$ cat src/pkg/csh_defs.svh
// constants for the core sequence and hazard block
// assumes inclusion by bare name from design files
`ifndef CSH_DEFS_SVH
`define CSH_DEFS_SVH

`define CSH_PIPE_STAGES 7
`define CSH_STATUS_DELAY_CYC 2
`define CSH_RO_SHADOW_CYC 2
`define CSH_DATA_W 24
`define CSH_FLAG_W 8
`define CSH_ADDR_W 6
`define CSH_REP_W 12

`endif

$ cat src/pkg/csh_pkg.sv
// types for the core sequence and hazard block
// assumes nothing beyond a sv compiler
package csh_pkg;

    // gray codes along idle -> armed -> repeating; repeating -> idle flips both bits
    typedef enum logic [1:0] {
        CSH_REP_IDLE = 2'h0,
        CSH_REP_ARMED = 2'h1,
        CSH_REP_RUN = 2'h3
    } csh_rep_state_e;

endpackage

$ cat src/pkg/csh_win_if.sv
// carrier between the top and a hold-window module
// assumes one clock shared by both ends
`timescale 1ns/1ns
interface csh_win_if #(
    parameter int W = 8
);
    logic strobe;
    logic [W-1:0] data;
    logic active;
    logic [W-1:0] held;

    modport owner (input strobe, input data, output active, output held);
    modport user (output strobe, output data, input active, input held);
endinterface

$ cat src/hdl/csh_core_seq.sv
// core sequencing: repeat control, pipeline occupancy, peripheral status lag, read-only shadow
// assumes all inputs come from core logic on MCLK_I; instruction decode happens upstream
`timescale 1ns/1ns
`include "csh_defs.svh"
module csh_core_seq #(
    parameter int STAGES = `CSH_PIPE_STAGES,
    parameter int STATUS_DELAY = `CSH_STATUS_DELAY_CYC,
    parameter int RO_SHADOW = `CSH_RO_SHADOW_CYC,
    parameter int DATA_W = `CSH_DATA_W,
    parameter int FLAG_W = `CSH_FLAG_W,
    parameter int ADDR_W = `CSH_ADDR_W,
    parameter int REP_W = `CSH_REP_W
) (
    input wire logic MCLK_I,
    input wire logic RST_I,
    input wire logic INSTR_VALID_I,
    input wire logic INSTR_REP_I,
    input wire logic [REP_W-1:0] REP_COUNT_I,
    input wire logic INSTR_FLOW_I,
    input wire logic INSTR_EXT_I,
    input wire logic INSTR_ARITH_PAIR_I,
    input wire logic INSTR_MOVE_CROSS_I,
    input wire logic INTERLOCK_I,
    input wire logic PERIPH_WR_I,
    input wire logic [FLAG_W-1:0] PERIPH_FLAG_I,
    input wire logic RO_WR_I,
    input wire logic RO_RD_I,
    input wire logic [ADDR_W-1:0] RO_ADDR_I,
    input wire logic [DATA_W-1:0] RO_WDATA_I,
    input wire logic [DATA_W-1:0] RO_TRUE_I,
    output logic ISSUE_O,
    output logic FETCH_HOLD_O,
    output logic REP_ILLEGAL_O,
    output logic MOVE_CORRUPT_O,
    output logic RETIRE_O,
    output logic PIPE_BUSY_O,
    output logic [FLAG_W-1:0] PERIPH_STATUS_O,
    output logic [DATA_W-1:0] RD_DATA_O
);
    if (STAGES < 2 || REP_W < 2 || STATUS_DELAY < 2 || RO_SHADOW < 1) begin : g_chk
        $error("csh_core_seq: parameter out of range");
    end

    csh_pkg::csh_rep_state_e state_q;
    csh_pkg::csh_rep_state_e state_d;
    logic [REP_W-1:0] remain_q;
    logic [REP_W-1:0] remain_d;
    logic corrupt_cond_q;
    logic [STAGES-1:0] pipe_q;
    logic issue_q;
    logic hold_q;
    logic illegal_q;
    logic corrupt_q;
    logic retire_q;
    logic busy_q;
    logic [FLAG_W-1:0] status_q;
    logic [DATA_W-1:0] rd_q;

    // repeat sequencing
    wire take_instr = INSTR_VALID_I & ~INTERLOCK_I;
    wire armed_take = (state_q == csh_pkg::CSH_REP_ARMED) & take_instr;
    wire rep_bad = INSTR_REP_I | INSTR_FLOW_I;
    wire rep_start = armed_take & ~rep_bad;
    wire running = (state_q == csh_pkg::CSH_REP_RUN);
    wire run_step = running & ~INTERLOCK_I;
    wire run_last = run_step & (remain_q == '0);
    // a count of zero or one runs the follower once, with no fetch hold
    wire rep_multi = (REP_COUNT_I > REP_W'(1));
    // the taking edge is the first pass, so the run state owes count minus one more
    wire [REP_W-1:0] first_remain = rep_multi ? REP_COUNT_I - REP_W'(2) : '0;
    wire corrupt_cond = INSTR_EXT_I & INSTR_ARITH_PAIR_I & INSTR_MOVE_CROSS_I;
    wire issue_d = running ? run_step : take_instr;

    always_comb begin
        state_d = state_q;
        remain_d = remain_q;
        unique case (state_q)
            csh_pkg::CSH_REP_IDLE: begin
                if (take_instr && INSTR_REP_I) begin
                    state_d = csh_pkg::CSH_REP_ARMED;
                    remain_d = REP_COUNT_I;
                end
            end
            csh_pkg::CSH_REP_ARMED: begin
                if (armed_take) begin
                    // an illegal follower runs once, no repetition
                    state_d = (rep_bad || !rep_multi) ? csh_pkg::CSH_REP_IDLE : csh_pkg::CSH_REP_RUN;
                    remain_d = first_remain;
                end
            end
            csh_pkg::CSH_REP_RUN: begin
                if (run_last) begin
                    state_d = csh_pkg::CSH_REP_IDLE;
                end else if (run_step) begin
                    remain_d = remain_q - REP_W'(1);
                end
            end
            default: begin
                state_d = csh_pkg::CSH_REP_IDLE;
            end
        endcase
    end

    always_ff @(posedge MCLK_I or posedge RST_I) begin
        if (RST_I) begin
            state_q <= csh_pkg::CSH_REP_IDLE;
            remain_q <= '0;
            corrupt_cond_q <= 1'b0;
            issue_q <= 1'b0;
            hold_q <= 1'b0;
            illegal_q <= 1'b0;
            corrupt_q <= 1'b0;
        end else begin
            state_q <= state_d;
            remain_q <= remain_d;
            if (rep_start) begin
                corrupt_cond_q <= corrupt_cond;
            end
            issue_q <= issue_d;
            hold_q <= (state_d == csh_pkg::CSH_REP_RUN);
            illegal_q <= armed_take & rep_bad;
            // the final parallel move is lost; flag it to the move unit
            corrupt_q <= run_last & corrupt_cond_q;
        end
    end

    // busy follows the next stage contents so the output stays a plain flop
    wire busy_d = INTERLOCK_I ? (|pipe_q) : (|{pipe_q[STAGES-2:0], issue_d});

    // pipeline occupancy; interlock freezes all stages so no result is skipped
    always_ff @(posedge MCLK_I or posedge RST_I) begin
        if (RST_I) begin
            pipe_q <= '0;
            retire_q <= 1'b0;
            busy_q <= 1'b0;
        end else begin
            if (!INTERLOCK_I) begin
                pipe_q <= {pipe_q[STAGES-2:0], issue_d};
            end
            retire_q <= pipe_q[STAGES-1] & ~INTERLOCK_I;
            busy_q <= busy_d;
        end
    end

    // peripheral status lag, old flags captured at the data write
    csh_win_if #(.W(FLAG_W)) stat_win ();
    assign stat_win.strobe = PERIPH_WR_I;
    // the live flag may already move at the write edge, so keep what software sees
    assign stat_win.data = status_q;
    wire [FLAG_W-1:0] stat_old = stat_win.active ? stat_win.held : PERIPH_FLAG_I;
    wire [FLAG_W-1:0] status_d = PERIPH_WR_I ? status_q : stat_old;

    // the write edge holds the first cycle, the window covers the rest
    csh_hold_window #(.W(FLAG_W), .LEN(STATUS_DELAY - 1)) u_stat_win (
        .clk_i(MCLK_I),
        .rst_i(RST_I),
        .win(stat_win)
    );

    // read-only shadow: written word is never stored in the true register
    csh_win_if #(.W(ADDR_W + DATA_W)) ro_win ();
    assign ro_win.strobe = RO_WR_I;
    assign ro_win.data = {RO_ADDR_I, RO_WDATA_I};
    wire ro_hit = ro_win.active & (ro_win.held[ADDR_W+DATA_W-1:DATA_W] == RO_ADDR_I);
    wire [DATA_W-1:0] rd_d = ro_hit ? ro_win.held[DATA_W-1:0] : RO_TRUE_I;

    csh_hold_window #(.W(ADDR_W + DATA_W), .LEN(RO_SHADOW)) u_ro_win (
        .clk_i(MCLK_I),
        .rst_i(RST_I),
        .win(ro_win)
    );

    always_ff @(posedge MCLK_I or posedge RST_I) begin
        if (RST_I) begin
            status_q <= '0;
            rd_q <= '0;
        end else begin
            status_q <= status_d;
            if (RO_RD_I) begin
                rd_q <= rd_d;
            end
        end
    end

    assign ISSUE_O = issue_q;
    assign FETCH_HOLD_O = hold_q;
    assign REP_ILLEGAL_O = illegal_q;
    assign MOVE_CORRUPT_O = corrupt_q;
    assign RETIRE_O = retire_q;
    assign PIPE_BUSY_O = busy_q;
    assign PERIPH_STATUS_O = status_q;
    assign RD_DATA_O = rd_q;

    a_rep_no_nest: assert property (@(posedge MCLK_I) disable iff (RST_I)
        (state_q == csh_pkg::CSH_REP_ARMED && INSTR_VALID_I && !INTERLOCK_I && INSTR_REP_I)
        |=> REP_ILLEGAL_O && !FETCH_HOLD_O)
        else $error("nested repeat not refused");

    a_rep_hold_run: assert property (@(posedge MCLK_I) disable iff (RST_I)
        (state_q == csh_pkg::CSH_REP_ARMED && INSTR_VALID_I && !INTERLOCK_I && !INSTR_REP_I
         && !INSTR_FLOW_I && REP_COUNT_I > REP_W'(2)) |=> FETCH_HOLD_O[*2])
        else $error("fetch not held during repeat");

    a_corrupt_last: assert property (@(posedge MCLK_I) disable iff (RST_I)
        MOVE_CORRUPT_O |-> $past(state_q == csh_pkg::CSH_REP_RUN) && !FETCH_HOLD_O)
        else $error("corrupt flag outside final iteration");

    a_pipe_depth: assert property (@(posedge MCLK_I) disable iff (RST_I)
        (issue_d && !INTERLOCK_I) ##1 (!INTERLOCK_I)[*7] |=> RETIRE_O)
        else $error("instruction did not retire after seven stages");

    a_status_old: assert property (@(posedge MCLK_I) disable iff (RST_I)
        PERIPH_WR_I ##1 !PERIPH_WR_I |=> PERIPH_STATUS_O == $past(PERIPH_STATUS_O, 1))
        else $error("status changed inside write lag");

    a_status_hold: assert property (@(posedge MCLK_I) disable iff (RST_I)
        PERIPH_WR_I |=> PERIPH_STATUS_O == $past(PERIPH_STATUS_O))
        else $error("status moved at peripheral write");

    a_ro_shadow: assert property (@(posedge MCLK_I) disable iff (RST_I)
        (RO_WR_I ##1 (RO_RD_I && !RO_WR_I && RO_ADDR_I == $past(RO_ADDR_I)))
        |=> RD_DATA_O == $past(RO_WDATA_I, 2))
        else $error("read after read-only write missed shadow");
endmodule

$ cat src/hdl/csh_hold_window.sv
// captures a word on a strobe and flags it live for a fixed window
// assumes strobe and data come from logic on the same clock
`timescale 1ns/1ns
module csh_hold_window #(
    parameter int W = 8,
    parameter int LEN = 2
) (
    input wire logic clk_i,
    input wire logic rst_i,
    csh_win_if.owner win
);
    localparam int CW = $clog2(LEN + 1);
    localparam logic [CW-1:0] LEN_C = CW'(LEN);

    logic [CW-1:0] cnt_q;
    logic [CW-1:0] cnt_d;
    logic [W-1:0] held_q;

    if (LEN < 1 || W < 1) begin : g_chk
        $error("csh_hold_window: LEN and W must be at least 1");
    end

    // a new strobe restarts the window, latest word wins
    assign cnt_d = win.strobe ? LEN_C : ((cnt_q != '0) ? cnt_q - CW'(1) : cnt_q);
    assign win.active = (cnt_q != '0);
    assign win.held = held_q;

    always_ff @(posedge clk_i or posedge rst_i) begin
        if (rst_i) begin
            cnt_q <= '0;
            held_q <= '0;
        end else begin
            cnt_q <= cnt_d;
            if (win.strobe) begin
                held_q <= win.data;
            end
        end
    end
endmodule

$ cat config.mk
export PLATFORM = sky130hd
export DESIGN_NAME = csh_core_seq
export DESIGN_NICKNAME = d
export VERILOG_FILES = /design/src/pkg/csh_pkg.sv /design/src/pkg/csh_win_if.sv /design/src/hdl/csh_core_seq.sv /design/src/hdl/csh_hold_window.sv
export VERILOG_INCLUDE_DIRS = /design/src /design/src/pkg
export SDC_FILE = /design/constraint.sdc
export NUM_CORES = 1
export LEC_CHECK = 0
export ABC_CLOCK_PERIOD_IN_PS = 2940
export BUFFER_PORTS_ARGS = -buffer_cell sky130_fd_sc_hd__clkbuf_2
export CAP_MARGIN = 10
export CORE_MARGIN = 2
export CORE_UTILIZATION = 48
export DETAILED_ROUTE_END_ITERATION = 8
export GPL_ROUTABILITY_DRIVEN = 0
export PLACE_DENSITY = 0.77
export SYNTH_ARGS = -nofsm -noshare
export SYNTH_HDL_FRONTEND = slang
export SYNTH_SLANG_ARGS = --single-unit
$ cat constraint.sdc
create_clock -name MCLK_I -period 2.94 [get_ports MCLK_I]
set_clock_uncertainty 0.1 [all_clocks]
set_input_delay 0.147 -clock MCLK_I [delete_from_list [all_inputs] [get_ports MCLK_I]]
set_output_delay 0.147 -clock MCLK_I [all_outputs]
set_load 0.03 [all_outputs]
==> flow_summary_export.csv, run 1 <==
group,metric,value,unit
run_status,run_status,"finished clean",
timing,rsz0062_at_grt,"false",
logic_synthesis,synth_cells,441,
logic_synthesis,netlist_top_cells_count,"101 x sky130_fd_sc_hd__dfrtp_1, 42 x sky130_fd_sc_hd__nor2_1, 39 x sky130_fd_sc_hd__o21ai_0, 35 x sky130_fd_sc_hd__mux2_2, 34 x sky130_fd_sc_hd__mux2i_1",
route,post_route_antenna_net_violation_count,0,
route,routed_via_density,5.23,
logic_synthesis,synth.top_cells.by_area,"sky130_fd_sc_hd__dfrtp_1 53%, sky130_fd_sc_hd__mux2_2 8.3%, sky130_fd_sc_hd__mux2i_1 7.2%, sky130_fd_sc_hd__o21ai_0 4.1%, sky130_fd_sc_hd__a21oi_1 3.5%",
timing,slew_viol_final,0,
power,vdd_ir_drop_max,252,uV
logic_synthesis,flip_flop_and_latch_count_after_synthesis,101,
grt,grt_antenna_before_repair,0,
run,drv.max_cap_violation_count,0,
logic_synthesis,synth-async-reset-ratio,100,%
grt,grt_max_degree,57,
logic_synthesis,synth_cell_type_count,46,
die,floorplan.rows,36,
timing,finalCritPeriodShare,84.2,%
grt,first_global_vias,3750,
timing,slew-limit-headroom,40.8,%
hold_path,hold_path.startpoint,"RO_TRUE_I[4]",
layout,final_layout_size_suffix_gt1_share,29.9,%
layout,antennaDiodeCount,0,
layout,area_delta_synth_final,33.1,%
logic_synthesis,synth.yosys.seq_area_share,53.4,%
logic_synthesis,yosys.area.top_type,"sky130_fd_sc_hd__dfrtp_1",
logic_synthesis,proportion_of_netlist_area_held_by_the_largest_area_contributor,53.4,%
logic_synthesis,postSynthNetCount,531,
die,die_height,103,um
layout,multiInputGateArea,0.00204,mm^2
layout,fillCellCount,734,
cts,cts.sinks,101,
route,dr.pass1.iters,4,
cts,cts_tree,"yes",
logic_synthesis,post-synth-top-count-cell,"sky130_fd_sc_hd__dfrtp_1",
timing,setup_total_negative_slack,0,ns
timing,timing_worst_slew_pin_value,0.889,ns
hold_path,hold_end,"RD_DATA_O[4]",
logic_synthesis,synth_enable_flop_cells,0,
logic_synthesis,ys_warn_count,0,
cts,number_of_buffers_created_by_cts,9,
worst_setup_path,reg2reg_from,"remain_q[7]",
layout,nets,708,
worst_setup_path,cp.arrival,2.66,ns
hold_path,timing.hold.worst_path_depth,3,
logic_synthesis,dominantRegCellSynth,"sky130_fd_sc_hd__dfrtp_1",
timing,clock.fmax,404,MHz
place,port_bufs,123,
die,die_area,0.0107,mm^2
worst_setup_path,crit_fanout,19,
worst_setup_path,critical_path_class,"flop to flop",
timing,hold_viol,0,
cts,cts_post_setup_buffers_inserted,0,
cts,insertion_delay,0.37,ns
route,total_number_of_vias,3953,
route,drt-wirelength-per-cell,15.2,um
cts,max-clock-path-buffers,2,
worst_setup_path,cp-start-kind,"flop",
die,die_w,103,um
route,drc_errors,0,
worst_setup_path,cells_on_worst_reg2reg_path,5,
logic_synthesis,synthesis.area_per_instance,10.7,um^2
cts,htree_levels,3,
logic_synthesis,syn_area,0.00473,mm^2
worst_setup_path,cp-end-kind,"flop",
cts,clock-root-buffer,"sky130_fd_sc_hd__clkbuf_8",
worst_setup_path,startpoint,"remain_q[7]",
power,totalPowerFinal,3.77,mW
worst_setup_path,setup.reg_to_reg.worst_slack,0.46,ns
layout,seqCellArea,0.00253,mm^2
worst_setup_path,critical_path_required,3.13,ns
timing,final_period_minus_worst_setup_slack,2.48,ns
die,start_util,48.9,%
grt,grt_first_pass_wirelength,17600,um
die,io_pins,124,
grt,grt_remaining_overflow,0,
power,power_density,599,mW/mm^2
grt,globalRouteTotalUtil,21.5,%
die,floorplan.core_area,0.00968,mm^2
route,first_iter_violations,167,
cts,clk_pin_slew,0.09,ns
timing,timing.final.setup_violations,0,
place,detailed_place_hpwl,7580,um
route,finalWirelength,11500,um
power,cellLeakagePower,3.04,nW
hold_path,holdCritPathClass,"input port to flop",
cts,post_cts.resized_instances,0,
worst_setup_path,crit-reg2reg-capture,"remain_q[3]",
-- what timing repair did --
| item | 4_1_cts | 5_1_grt |
|---|---|---|
| hold buffers | 60 | 3 |
| endpoints found under the hold margin | 104 | 3 |
| setup endpoints to repair | 0 | 0 |
-- logic make-up (layout without fill, tap and decap cells) --
family | after synthesis | after routing | synth area share [%]
xor+xnor | 11 | 11 | 2.04
mux | 69 | 69 | 15.5
fa+ha+maj | 4 | 4 | 1.06
compound gates | 97 | 97 | 12.3
flops | 101 | 101 | 53.4
simple gates | 115 | 115 | 12.1
buf+inv | 44 | 226 | 3.57
-- metrics by stage --
| step | hold slack, ns | cells | setup WS [ns] | utilization [%] | area, um^2 |
|---|---|---|---|---|---|
| 2_1_floorplan | 0.0784 | 441 | 0.0459 | - | 4730 |
| 3_3_place_gp | 0.135 | 677 | 0.656 | 56.4 | 5460 |
| 3_5_place_dp | 0.140 | 677 | 0.521 | 56.4 | 5460 |
| 4_1_cts | 0.00182 | 753 | 0.507 | 64.7 | 6270 |
| 5_1_grt | 0.00529 | 756 | 0.167 | 65.0 | 6300 |
| 6_report | 0.00964 | 756 | 0.464 | 65.0 | 6300 |
-- report_power, final --
| group | total, mW | internal, mW | leakage (nW) | switching, mW |
|---|---|---|---|---|
| sequential | 1.84 | 1.63 | 1.20 | 0.213 |
| combinational | 1.03 | 0.433 | 1.74 | 0.596 |
| clock | 0.906 | 0.440 | 0.102 | 0.466 |
-- final cells by class --
type | instances | share of cell area [%]
clock buffers | 11 | 2.40
repair buffers | 188 | 20.2
well taps | 133 | 2.64
inverters | 22 | 1.35
multi-input cells | 296 | 32.3
flip-flops and latches | 101 | 40.1
clock inverters | 5 | 0.934
-- sequential cells by signal, indices dropped and copies added (netlist names), 2 cells and up --
name and count:
PERIPH_STATUS_O 8, RD_DATA_O 24, pipe_q 7, remain_q 12
state_q 2, u_ro_win.cnt_q 2, u_ro_win.win.held 30, u_stat_win.win.held 8
-- layer usage --
layer	global-route usage [%]	vias to the layer above	share of wire [%]
met5	0	-	0
met4	8.40	0	1.9
met2	37.8	131	50
met3	4.70	17	6.1
met1	25.9	1885	42
li1	-	1920	-
-- worst max path at each step --
stage,end,slack [ns],depth (start not counted)
2_1_floorplan,FETCH_HOLD_O,0.05,1
3_3_place_gp,remain_q[11],0.66,4
3_5_place_dp,remain_q[6],0.52,5
4_1_cts,remain_q[6],0.51,5
5_1_grt,remain_q[3],0.17,5
6_report,remain_q[3],0.46,5
-- worst max-delay path, cell delays in order (launching register included) --
cell,delay (ns)
sky130_fd_sc_hd__dfrtp_1,0.47
sky130_fd_sc_hd__nor4_1,0.48
sky130_fd_sc_hd__nand4_1,0.39
sky130_fd_sc_hd__o21bai_2,0.65
sky130_fd_sc_hd__o21ai_0,0.19
sky130_fd_sc_hd__o21ai_0,0.11
-- cells in the final DEF (no fill, tap or decap), types with 2 or more instances in the layout --
cell,count
sky130_fd_sc_hd__xor2_1,7
sky130_fd_sc_hd__clkbuf_8,11
sky130_fd_sc_hd__nand2b_1,3
sky130_fd_sc_hd__nor2b_1,6
sky130_fd_sc_hd__o22ai_1,2
sky130_fd_sc_hd__nor4_1,10
sky130_fd_sc_hd__or3_1,3
sky130_fd_sc_hd__o21ai_0,39
sky130_fd_sc_hd__a221oi_1,5
sky130_fd_sc_hd__a21o_1,2
sky130_fd_sc_hd__dlygate4sd3_1,63
sky130_fd_sc_hd__a31oi_1,3
sky130_fd_sc_hd__nor3_1,13
sky130_fd_sc_hd__xnor2_1,4
sky130_fd_sc_hd__nand2_1,21
sky130_fd_sc_hd__nor2_1,42
sky130_fd_sc_hd__o31ai_1,2
sky130_fd_sc_hd__ha_1,4
sky130_fd_sc_hd__a21oi_1,33
sky130_fd_sc_hd__nand4_1,5
sky130_fd_sc_hd__mux2_2,35
sky130_fd_sc_hd__o221ai_1,2
sky130_fd_sc_hd__dfrtp_1,101
sky130_fd_sc_hd__clkbuf_2,123
sky130_fd_sc_hd__inv_1,20
sky130_fd_sc_hd__clkinvlp_4,2
sky130_fd_sc_hd__or4_1,3
sky130_fd_sc_hd__mux2i_1,34
Power figures use the tool's default switching activity.
==> inputs of run 2 (changes only) <==
Settings changed: ABC_CLOCK_PERIOD_IN_PS 2940 to 2110.
Clock period 2.94 ns to 2.11 ns, I/O delays scaled along.
==> flow_summary_export.csv, run 2 (synthesis gave the netlist of run 1 again) <==
group,metric,value,unit
cts,htree_levels,3,
grt,globalRouteMet1Util,26.9,%
timing,postLayoutSetupSlackWorst,0.0781,ns
cts,max-clock-path-buffers,2,
grt,grt_antenna_before_repair,0,
route,drt-wirelength-per-cell,15.2,um
route,post_route_antenna_net_violation_count,0,
layout,nets,734,
timing,hold_viol,0,
worst_setup_path,critical_path_class,"input port to flop",
power,vdd_ir_drop_max,499,uV
place,pre_cts_ws,-0.0385,ns
layout,final_layout_size_suffix_gt1_share,30.7,%
timing,clock.fmax,492,MHz
timing,finalCritPeriodShare,96.3,%
cts,cts.sinks,101,
timing,setup_total_negative_slack,0,ns
worst_setup_path,critical_path_required,2.26,ns
hold_path,holdCritPathClass,"input port to flop",
die,io_pins,124,
layout,final_common_cell,"sky130_fd_sc_hd__clkbuf_2",
layout,largest_register_ff_count,30,
route,drc_errors,0,
timing,slew_viol_final,0,
grt,grt_first_pass_wirelength,18600,um
layout,antennaDiodeCount,0,
die,die_area,0.0107,mm^2
cts,insertion_delay,0.36,ns
power,power.share.switching,33.4,%
power,power_density,816,mW/mm^2
route,finalWirelength,11900,um
cts,cts_tree,"yes",
timing,slew-limit-headroom,37.6,%
worst_setup_path,cp-end-kind,"flop",
route,total_number_of_vias,4072,
timing,final_period_minus_worst_setup_slack,2.03,ns
power,clkPwrFrac,22.6,%
timing,timing.final.setup_violations,0,
layout,area_delta_synth_final,38.1,%
route,dr.pass1.iters,5,
die,floorplan.core_area,0.00968,mm^2
route,routed_via_density,5.21,
route,first_iter_violations,206,
place,port_bufs,123,
die,start_util,48.9,%
power,total_switching_power,1.78,mW
cts,clk_pin_slew,0.08,ns
timing,rsz0062_at_grt,"false",
worst_setup_path,cp-start-kind,"input port",
layout,layout.cells.most_common_list,"123 x sky130_fd_sc_hd__clkbuf_2, 101 x sky130_fd_sc_hd__dfrtp_1, 74 x sky130_fd_sc_hd__dlygate4sd3_1",
run_status,run_status,"finished clean",
worst_setup_path,crit_fanout,5,
worst_setup_path,cp.arrival,2.18,ns
power,cellLeakagePower,3.16,nW
grt,grt_util_met2,39.1,%
power,p_int,3.55,mW
grt,grt_remaining_overflow,0,
die,floorplan.rows,36,
timing,timing_worst_slew_pin_value,0.936,ns
grt,global_route.peak_usage_layer,"met2",
run,drv.max_cap_violation_count,0,
grt,groute.layer.met3.usage,5.11,%
die,die_height,103,um
place,detailed_place_hpwl,7550,um
power,p_comb_share,29.9,%
grt,grt_max_degree,102,
grt,globalRouteTotalUtil,22.6,%
layout,final_core_utilization,67.5,%
grt,first_global_vias,4089,
die,die_w,103,um
cts,clock-root-buffer,"sky130_fd_sc_hd__clkbuf_8",
cts,number_of_buffers_created_by_cts,9,
power,power.share.sequential,47.5,%
run 2: changes by cell type in the layout (fill, tap and decap cells not counted):
cell	before	now
sky130_fd_sc_hd__buf_4	1	14
sky130_fd_sc_hd__dlygate4sd3_1	63	74
sky130_fd_sc_hd__clkbuf_1	0	3
sky130_fd_sc_hd__buf_12	1	3
sky130_fd_sc_hd__clkbuf_8	11	10
sky130_fd_sc_hd__clkinv_2	1	0
sky130_fd_sc_hd__clkinv_4	1	0
sky130_fd_sc_hd__clkinvlp_4	2	3
sky130_fd_sc_hd__inv_4	1	0
sky130_fd_sc_hd__nor3_1	13	12
sky130_fd_sc_hd__nor3_2	0	1
run 2: critical path, stage by stage:
cell,delay [ns]
sky130_fd_sc_hd__dlygate4sd3_1,0.53
sky130_fd_sc_hd__clkbuf_2,0.13
sky130_fd_sc_hd__or4b_4,0.56
sky130_fd_sc_hd__or4_4,0.45
sky130_fd_sc_hd__a22o_1,0.21
sky130_fd_sc_hd__nor3_2,0.13
sky130_fd_sc_hd__o21ai_2,0.06
run 2: layer usage:
layer	part of all wire, %	vias to the layer above	routed length (um)
li1	-	1975	-
met4	2.3	0	272
met5	0	-	0
met2	50	150	5910
met3	6.5	24	767
met1	42	1923	4930
run 2: power groups by stage:
stage                     clock (mW)  combinational [mW]  sequential [mW]
after floorplan                    0               0.860             2.65
after detailed placement           0                1.47             2.57
after global routing            1.32                1.77             2.59
after CTS                       1.25                1.58             2.53
final                           1.20                1.60             2.54
after global placement             0                1.42             2.55
run 2: stage by stage:
stage	std cells	power (mW)	hold slack, ns	instance area, um^2
2_1_floorplan	441	3.51	0.0369	4740
3_3_place_gp	692	3.97	0.188	5600
3_5_place_dp	692	4.03	0.203	5600
4_1_cts	782	5.36	0.0146	6530
5_1_grt	782	5.67	0.0439	6540
6_report	782	5.34	0.0467	6540
run 2: worst paths after layout:
kind	startpoint	to	slack [ns]	cells past startpoint
worst max-delay path	REP_COUNT_I[4]	remain_q[9]	0.08	7
worst min-delay path	REP_COUNT_I[11]	remain_q[11]	0.05	3
worst max register to register	u_ro_win.cnt_q[0]	RD_DATA_O[18]	0.16	7
worst min register to register	corrupt_cond_q	MOVE_CORRUPT_O	0.40	2
max in group asynchronous	RST_I	PERIPH_STATUS_O[1]	1.17	4
min in group asynchronous	RST_I	MOVE_CORRUPT_O	0.32	4
run 2: timing repair:
action,in CTS,in global routing
endpoints found under the setup margin,0,1
buffers inserted,0,0
hold buffers,74,0
gates resized for setup,0,1
endpoints found under the hold margin,171,0
run 2: area by class of cell:
cell class                 count  area [um^2]
fill                         703         3150
sequential                   101         2530
multi-input combinational    296         2040
timing repair buffer         214         1520
tap                          133          166
clock buffer                  13          149
inverter                      22         86.3
clock inverter                 3         45.0
